--- config.mk ---
export PLATFORM = sky130hd
export DESIGN_NAME = periodic_realtime_counter
export DESIGN_NICKNAME = d
export VERILOG_FILES = /design/src/verilog/rtc_pkg.sv /design/src/verilog/source_edge_sync.sv /design/src/verilog/rtc_prescaler.sv /design/src/verilog/periodic_realtime_counter.sv
export VERILOG_INCLUDE_DIRS = /design/src /design/src/verilog
export SDC_FILE = /design/constraint.sdc
export NUM_CORES = 1
export LEC_CHECK = 0
export BUFFER_PORTS_ARGS = -buffer_cell sky130_fd_sc_hd__buf_2
export CAP_MARGIN = 20
export CORE_UTILIZATION = 41
export CTS_BUF_LIST = sky130_fd_sc_hd__clkbuf_4 sky130_fd_sc_hd__clkbuf_8
export DETAILED_ROUTE_END_ITERATION = 6
export GPL_TIMING_DRIVEN = 0
export PLACE_DENSITY = 0.55
export SLEW_MARGIN = 20
export SYNTH_ARGS = -nofsm -noshare
export SYNTH_HDL_FRONTEND = slang
export SYNTH_SLANG_ARGS = --single-unit
--- constraint.sdc ---
create_clock -name clk -period 3 [get_ports clk]
set_input_delay 0.45 -clock clk [delete_from_list [all_inputs] [get_ports clk]]
set_output_delay 0.45 -clock clk [all_outputs]
set_load 0.02 [all_outputs]
--- src/verilog/rtc_consts.svh ---
// Register offsets, field positions, reset values and counts of the periodic counter
`ifndef RTC_CONSTS_SVH
`define RTC_CONSTS_SVH

// =============================================
// Register offsets
`define TSC_OFFSET   2'h0
`define COUNT_OFFSET 2'h1
`define LIMIT_OFFSET 2'h2

// =============================================
// Status and control field positions
`define FLAG_BIT  7
`define SEL_HI    6
`define SEL_LO    5
`define IE_BIT    4
`define PS_HI     3
`define PS_LO     0

// =============================================
// Reset values and constants
`define BYTE_ZERO  8'h00
`define BYTE_ONE   8'h01
`define SEL_RESET  2'h0
`define PS_OFF     4'h0
`define DIV_ONE    18'h0_0001
`define DIV_ZERO   18'h0_0000

`endif

--- src/verilog/rtc_pkg.sv ---
// Types shared by the periodic counter modules
package rtc_pkg;
	// Clock source chosen by the source select field
	typedef enum logic [1:0] {
		src_low_power,
		src_ext,
		src_int
	} source_t;

	// Prescaler divide ratio
	typedef logic [17:0] prescale_div_t;

	// Byte wide register value
	typedef logic [7:0] byte_t;
endpackage

--- src/verilog/source_edge_sync.sv ---
// Two-flop synchronisers with rising edge detect for the counting clock sources
`timescale 1ns/1ps

module source_edge_sync #(
	parameter int N = 3
) (
	input  wire logic         clk,
	input  wire logic         reset,
	input  wire logic [N-1:0] raw,
	output logic      [N-1:0] rise
);

	// =============================================
	// One synchroniser per source
	genvar g;
	generate
		for (g = 0; g < N; g++) begin : g_sync
			logic meta_q, meta_d;
			logic sync_q, sync_d;
			logic last_q, last_d;

			// Next values; first flop feeds only the second
			always_comb begin
				meta_d = raw[g];
				sync_d = meta_q;
				last_d = sync_q;
				if (reset) begin
					meta_d = 1'b0;
					sync_d = 1'b0;
					last_d = 1'b0;
				end
			end

			// Register stage
			always_ff @(posedge clk) begin
				meta_q <= meta_d;
				sync_q <= sync_d;
				last_q <= last_d;
			end

			// Rising edge of the synchronised source
			assign rise[g] = sync_q & ~last_q;
		end
	endgenerate

endmodule // source_edge_sync

--- src/verilog/rtc_prescaler.sv ---
// Prescaler that divides the selected source edges by a table ratio
`timescale 1ns/1ps
`include "rtc_consts.svh"

module rtc_prescaler #(
	parameter int DIV_W = 18
) (
	input  wire logic       clk,
	input  wire logic       reset,
	input  wire logic       clear,
	input  wire logic [3:0] prescale_select,
	input  wire logic       bank,
	input  wire logic       src_edge,
	output logic            tick
);

	logic [DIV_W-1:0]      cnt_q, cnt_d;
	rtc_pkg::prescale_div_t div;
	logic                  run;

	// =============================================
	// Divide ratio table, binary and decimal settings
	function automatic rtc_pkg::prescale_div_t div_of(input logic b, input logic [3:0] ps);
		rtc_pkg::prescale_div_t v;
		v = `DIV_ONE;
		case ({b, ps})
			5'h01: v = 18'h0_0008;
			5'h02: v = 18'h0_0020;
			5'h03: v = 18'h0_0040;
			5'h04: v = 18'h0_0080;
			5'h05: v = 18'h0_0100;
			5'h06: v = 18'h0_0200;
			5'h07: v = 18'h0_0400;
			5'h08: v = 18'h0_0001;
			5'h09: v = 18'h0_0002;
			5'h0a: v = 18'h0_0004;
			5'h0b: v = 18'h0_000a;
			5'h0c: v = 18'h0_0010;
			5'h0d: v = 18'h0_0064;
			5'h0e: v = 18'h0_01f4;
			5'h0f: v = 18'h0_03e8;
			5'h11: v = 18'h0_0400;
			5'h12: v = 18'h0_0800;
			5'h13: v = 18'h0_1000;
			5'h14: v = 18'h0_2000;
			5'h15: v = 18'h0_4000;
			5'h16: v = 18'h0_8000;
			5'h17: v = 18'h1_0000;
			5'h18: v = 18'h0_03e8;
			5'h19: v = 18'h0_07d0;
			5'h1a: v = 18'h0_1388;
			5'h1b: v = 18'h0_2710;
			5'h1c: v = 18'h0_4e20;
			5'h1d: v = 18'h0_c350;
			5'h1e: v = 18'h1_86a0;
			5'h1f: v = 18'h3_0d40;
			default: v = `DIV_ONE;
		endcase
		return v;
	endfunction

	// Ratio and run state; a zero select holds the prescaler off
	assign div  = div_of(bank, prescale_select);
	assign run  = (prescale_select != `PS_OFF);
	assign tick = run & ~clear & src_edge & (cnt_q == DIV_W'(div - `DIV_ONE));

	// Next prescaler count
	always_comb begin
		cnt_d = cnt_q;
		if (reset || clear || !run) begin
			cnt_d = '0;
		end else if (src_edge) begin
			if (tick) begin
				cnt_d = '0;
			end else begin
				cnt_d = cnt_q + DIV_W'(1);
			end
		end
	end

	// Register stage
	always_ff @(posedge clk) begin
		cnt_q <= cnt_d;
	end
endmodule // rtc_prescaler

--- src/verilog/periodic_realtime_counter.sv ---
// Periodic real-time counter with prescaler, compare limit, flag and interrupt
//
// Summary of operation
// - 8-bit up-counter against 8-bit limit, fed by source selector and prescaler.
// - Reset stops counter at zero, clears limit, turns prescaler off.
// - Reset selects the 1 kHz low power oscillator as source.
// - Prescaler off while select is zero; any nonzero value starts it.
// - Source 00 low power, 01 external reference, 1x internal reference.
// - Writing a different source clears prescaler and counter.
// - Writing a different prescale select clears prescaler and counter.
// - Prescale select and source low bit choose the ratio jointly.
// - Ratio table: binary and decimal ratios per source low bit.
// - Limit accepts any byte as match value.
// - Counter steps per prescaler period, wraps to zero after the limit.
// - Flag sets on passing from limit to zero, not before.
// - Limit zero sets the flag on every prescaler period.
// - Any limit write clears prescaler and counter.
// - Interrupt requested while flag set and enable one.
// - Writing one to the flag clears it; a wrap in the same cycle wins.
// - Writing zero leaves flag; clearing withdraws interrupt; reset clears flag.
// - Count readable as a byte; writes to it are ignored.
//
// The register addresses and strobed register access are this design's own decisions.
`timescale 1ns/1ps
`include "rtc_consts.svh"

module periodic_realtime_counter (
	input  wire logic       clk,
	input  wire logic       reset,
	input  wire logic [1:0] addr,
	input  wire logic [7:0] wdata,
	input  wire logic       wr,
	input  wire logic       rd,
	output logic      [7:0] rdata,
	output logic            irq,
	input  wire logic       low_power_osc,
	input  wire logic       external_ref_clock,
	input  wire logic       internal_ref_clock
);

	// =============================================
	// Declarations
	logic [1:0]         source_select_q, source_select_d;
	logic [3:0]         prescale_select_q, prescale_select_d;
	logic               periodic_irq_enable_q, periodic_irq_enable_d;
	logic               periodic_flag_q, periodic_flag_d;
	rtc_pkg::byte_t     compare_limit_q, compare_limit_d;
	rtc_pkg::byte_t     count_value_q, count_value_d;
	rtc_pkg::byte_t     rdata_q, rdata_d;
	logic               irq_q, irq_d;
	logic [2:0]         src_rise;
	logic               src_edge;
	logic               tick;
	logic               clear;
	logic               wrap;
	logic               tsc_wr;
	logic               limit_wr;
	logic [1:0]         new_sel;
	logic [3:0]         new_ps;
	rtc_pkg::source_t   cur_src;

	// =============================================
	// Source decode, used for the source edge mux
	function automatic rtc_pkg::source_t src_of(input logic [1:0] sel);
		rtc_pkg::source_t s;
		s = rtc_pkg::src_low_power;
		if (sel == 2'h0) begin
			s = rtc_pkg::src_low_power;
		end else if (sel == 2'h1) begin
			s = rtc_pkg::src_ext;
		end else begin
			s = rtc_pkg::src_int;
		end
		return s;
	endfunction

	// =============================================
	// Source synchronisers
	source_edge_sync #(
		.N (3)
	) u_sync (
		.clk   (clk),
		.reset (reset),
		.raw   ({internal_ref_clock, external_ref_clock, low_power_osc}),
		.rise  (src_rise)
	);

	// Selected source edge
	assign cur_src = src_of(source_select_q);
	always_comb begin
		src_edge = src_rise[0];
		case (cur_src)
			rtc_pkg::src_low_power: src_edge = src_rise[0];
			rtc_pkg::src_ext: src_edge = src_rise[1];
			rtc_pkg::src_int: src_edge = src_rise[2];
			default:          src_edge = src_rise[0];
		endcase
	end

	// =============================================
	// Prescaler
	rtc_prescaler #(
		.DIV_W (18)
	) u_prescaler (
		.clk             (clk),
		.reset           (reset),
		.clear           (clear),
		.prescale_select (prescale_select_q),
		.bank            (source_select_q[0]),
		.src_edge        (src_edge),
		.tick            (tick)
	);

	// =============================================
	// Write decode and clear conditions
	assign tsc_wr   = wr && (addr == `TSC_OFFSET);
	assign limit_wr = wr && (addr == `LIMIT_OFFSET);
	assign new_sel  = wdata[`SEL_HI:`SEL_LO];
	assign new_ps   = wdata[`PS_HI:`PS_LO];

	// Clear on limit write or on a changed source or prescale select
	assign clear = limit_wr
		|| (tsc_wr && (new_sel != source_select_q))
		|| (tsc_wr && (new_ps != prescale_select_q));

	// Counter passes from the limit to zero
	assign wrap = tick && !clear && (count_value_q == compare_limit_q);

	// =============================================
	// Control registers
	always_comb begin
		source_select_d       = source_select_q;
		prescale_select_d     = prescale_select_q;
		periodic_irq_enable_d = periodic_irq_enable_q;
		compare_limit_d       = compare_limit_q;
		if (reset) begin
			source_select_d       = `SEL_RESET;
			prescale_select_d     = `PS_OFF;
			periodic_irq_enable_d = 1'b0;
			compare_limit_d       = `BYTE_ZERO;
		end else if (tsc_wr) begin
			source_select_d       = new_sel;
			prescale_select_d     = new_ps;
			periodic_irq_enable_d = wdata[`IE_BIT];
		end else if (limit_wr) begin
			compare_limit_d = wdata;
		end
	end

	always_ff @(posedge clk) begin
		source_select_q       <= source_select_d;
		prescale_select_q     <= prescale_select_d;
		periodic_irq_enable_q <= periodic_irq_enable_d;
		compare_limit_q       <= compare_limit_d;
	end

	// =============================================
	// Counter and flag
	always_comb begin
		count_value_d   = count_value_q;
		periodic_flag_d = periodic_flag_q;
		if (reset) begin
			count_value_d   = `BYTE_ZERO;
			periodic_flag_d = 1'b0;
		end else begin
			if (clear) begin
				count_value_d = `BYTE_ZERO;
			end else if (wrap) begin
				count_value_d = `BYTE_ZERO;
			end else if (tick) begin
				count_value_d = count_value_q + `BYTE_ONE;
			end
			// Set wins over a write-one clear; writing zero keeps the flag
			if (wrap) begin
				periodic_flag_d = 1'b1;
			end else if (tsc_wr && wdata[`FLAG_BIT]) begin
				periodic_flag_d = 1'b0;
			end
		end
	end

	always_ff @(posedge clk) begin
		count_value_q   <= count_value_d;
		periodic_flag_q <= periodic_flag_d;
	end

	// =============================================
	// Read data and interrupt output
	always_comb begin
		rdata_d = `BYTE_ZERO;
		irq_d   = 1'b0;
		if (!reset) begin
			irq_d = periodic_flag_q && periodic_irq_enable_q;
			if (rd) begin
				if (addr == `TSC_OFFSET) begin
					rdata_d = {periodic_flag_q, source_select_q, periodic_irq_enable_q, prescale_select_q};
				end else if (addr == `COUNT_OFFSET) begin
					rdata_d = count_value_q;
				end else if (addr == `LIMIT_OFFSET) begin
					rdata_d = compare_limit_q;
				end else begin
					rdata_d = `BYTE_ZERO;
				end
			end
		end
	end

	always_ff @(posedge clk) begin
		rdata_q <= rdata_d;
		irq_q   <= irq_d;
	end

	assign rdata = rdata_q;
	assign irq   = irq_q;
endmodule // periodic_realtime_counter

==> summary.txt <==
Run status = complete, no violations
CP Cell Sequence = or4_4, buf_6, nor3_2, mux2_2, o21ai_1, nand4_4, or3_1, buf_6, o31ai_4
Synth top cells by count = dfxtp_1, nor2_1, nand2_1
Ys async rst share = 0
Detailed Place HPWL = 7270 um
Vias in the first global route = 3303
Count of flip-flops with a built-in enable after synthesis = 0
Post-route DRC violation count = 0
GR Util All Layers = 0.201
Final hold violations = 0
Final Max Tran Viols = 0
Area grow syn2layout = 12.6%
Global route overflow = 0
Row count = 36
Clk Latency, worst-skew pair = 0.37 ns
Detail Route Antenna Nets = 0
Initial Util = 0.426
RePlAce Congestion = 0.909
Critical path data required time = 3.29 ns
CTS Hold Buffers Added = 0
Most frequent cell after synthesis = dfxtp_1
Final WS setup = 0.120 ns
Top Ports = 26
Lkg Pwr = 0.00181 uW
Root Buffer = clkbuf_8
Mapped Nets = 508
Initial DRT Pass Iterations = 4
Layout cell share with drive strength beyond 1 = 0.148
Final setup fails = 0
Die area = 0.0106 mm^2
Tmin final = 2.88 ns
Synth unique cells = 63
Worst-path fanout max = 9
FF+latch count, synth = 78
Top-area cell type share of the netlist area = 0.373
Crit. End Element = register
RSZ-0062 raised after global routing = false
Syn Inst Count = 483
FMAX = 347 MHz
Largest stage delay on the critical path = 0.55 ns
Routed len/inst = 14.8 um
Setup TNS = 0 ns
Die W = 103 um
Final Skew = 0.0142 ns
Pre-CTS setup slack = -0.0890 ns
Hold Crit Class = in -> reg
Crit path max-delay family = simple AND/OR/NAND/NOR gates
First-pass GRT wire length = 16000 um
Synthesized area = 0.00419 mm^2
Antenna violations before repair = 0
Ys flop type = dfxtp_1
Slew of the pin with the lowest slew margin = 0.714 ns
Initial DRC count = 136
Worst path buffer plus inverter count = 2
Crit path DAT = 3.17 ns
Pwr/cell area = 452 mW/mm^2
Top post-synthesis cells by area = dfxtp_1, mux2i_1, xor2_1
CTS tree = built
WL final = 9790 um
Clk slew on worst S/H paths = 0.09 ns
Cell taking the most area after synthesis = dfxtp_1
Synthesized area per cell = 8.67 um^2
CP Launch Type = register
Clock Path Buffers = 2
Die Y = 103 um
# port buffers = 25
YS warnings = 0
Peak VDD IR = 0.000220 V
Largest net degree at the start of global routing = 16
Setup CP Type = reg -> reg
H-tree Lvls = 3
TritonCTS Buffers = 9
Slowest CP cell = or4_4
Diode count = 0
Vias/cell = 5.30
Core Area = 0.00982 mm^2
Clock sinks = 78
Sequential fraction of the synthesis area = 0.373
Final Cycle Share = 0.960
MaxCap Viol Count = 0
Via Count = 3500
Slew margin rel. = 0.520
Final nets = 547
Most used cell along the critical path = buf_6
## report_power, final
group / total [uW] / switching [uW] / internal (uW)
combinational: 248 / 148 / 99.9
clock: 817 / 422 / 394
sequential: 1070 / 15.8 / 1050
## worst register-to-register path: stages, from the launching register on
cell and delay, ns:
dfxtp_1 0.38, or4_4 0.55, buf_6 0.15, nor3_2 0.20
mux2_2 0.35, o21ai_1 0.22, nand4_4 0.19, or3_1 0.40
buf_6 0.16, o31ai_4 0.21
## state kept, by name, indices dropped and copies added (netlist names)
register / count
u_prescaler.cnt_q: 18
u_prescaler.div: 18
compare_limit_q: 8
count_value_q: 8
rdata: 8
prescale_select_q: 4
u_sync.g_sync.last_q: 3
u_sync.g_sync.meta_q: 3
u_sync.g_sync.sync_q: 3
source_select_q: 2
irq: 1
periodic_flag_q: 1
periodic_irq_enable_q: 1
## kinds of logic (layout without fill, tap and decap cells)
| kind of cell | count (synthesis) | after routing | share of synthesized area |
|---|---|---|---|
| fa+ha+maj | 8 | 8 | 0.0239 |
| compound gates | 68 | 68 | 0.112 |
| xor+xnor | 51 | 51 | 0.107 |
| simple gates | 211 | 211 | 0.273 |
| mux | 30 | 30 | 0.0720 |
| buf+inv | 37 | 81 | 0.0394 |
| flops | 78 | 78 | 0.373 |
## final timing paths
path | from | to | slack [ns] | cells after the start
min | internal_ref_clock | u_sync.g_sync[2].meta_q | 0.29 | 2
max | u_prescaler.div[4] | periodic_flag_q | 0.12 | 9
max reg2reg | u_prescaler.div[4] | periodic_flag_q | 0.12 | 9
min reg2reg | u_sync.g_sync[1].meta_q | u_sync.g_sync[1].sync_q | 0.44 | 1
## what timing repair did
item	in CTS	in global routing
buffers inserted	1	2
pin swaps	1	0
endpoints found under the setup margin	10	14
endpoints found under the hold margin	0	0
resized for setup	0	3
gates cloned	0	0
## routing by layer
layer | GRT usage | up-vias | part of all wire
met3 | 0.0515 | 12 | 0.041
li1 | - | 1777 | -
met5 | 0 | - | 0
met4 | 0.0802 | 0 | 0.018
met1 | 0.271 | 1647 | 0.50
met2 | 0.307 | 64 | 0.44
## cells in the final DEF, fill, tap and decap left out, drive strengths merged, types with 2 or more instances in the layout
master	count
dfxtp	78
nor2	63
nand2	40
buf	36
xor2	32
mux2i	29
clkbuf	26
a21oi	25
nand3	21
xnor2	19
nor3	15
inv	15
nor2b	11
o21ai	11
nor4	10
o22ai	9
nand4	9
ha	8
nand3b	7
or2	7
and3	5
a2111oi	5
nand4b	4
or4	4
o31ai	3
clkinv	3
nand2b	2
o211ai	2
a32o	2
nor4b	2
or3	2
a31o	2
and4	2
a32oi	2
nor3b	2
or3b	2
## metrics by stage
stage,util,total power (uW),instances,cell area (um^2),hold WS [ns]
after floorplan,-,1270,483,4190,0.414
after global placement,0.456,1330,641,4480,0.428
after detailed placement,0.456,1330,641,4480,0.433
after CTS,0.477,2150,658,4690,0.272
after global routing,0.480,2240,660,4720,0.274
final,0.480,2130,660,4720,0.286
## area by class of cell
| class | instances | area, um^2 |
|---|---|---|
| Clock inverter | 7 | 78.8 |
| Buffer | 25 | 120 |
| Sequential cell | 78 | 1560 |
| Tap cell | 133 | 166 |
| Timing Repair Buffer | 28 | 148 |
| Inverter | 12 | 45.0 |
| Multi-Input combinational cell | 368 | 2470 |
| Fill cell | 1007 | 5100 |
| Clock buffer | 9 | 124 |
Power figures use the tool's default switching activity.
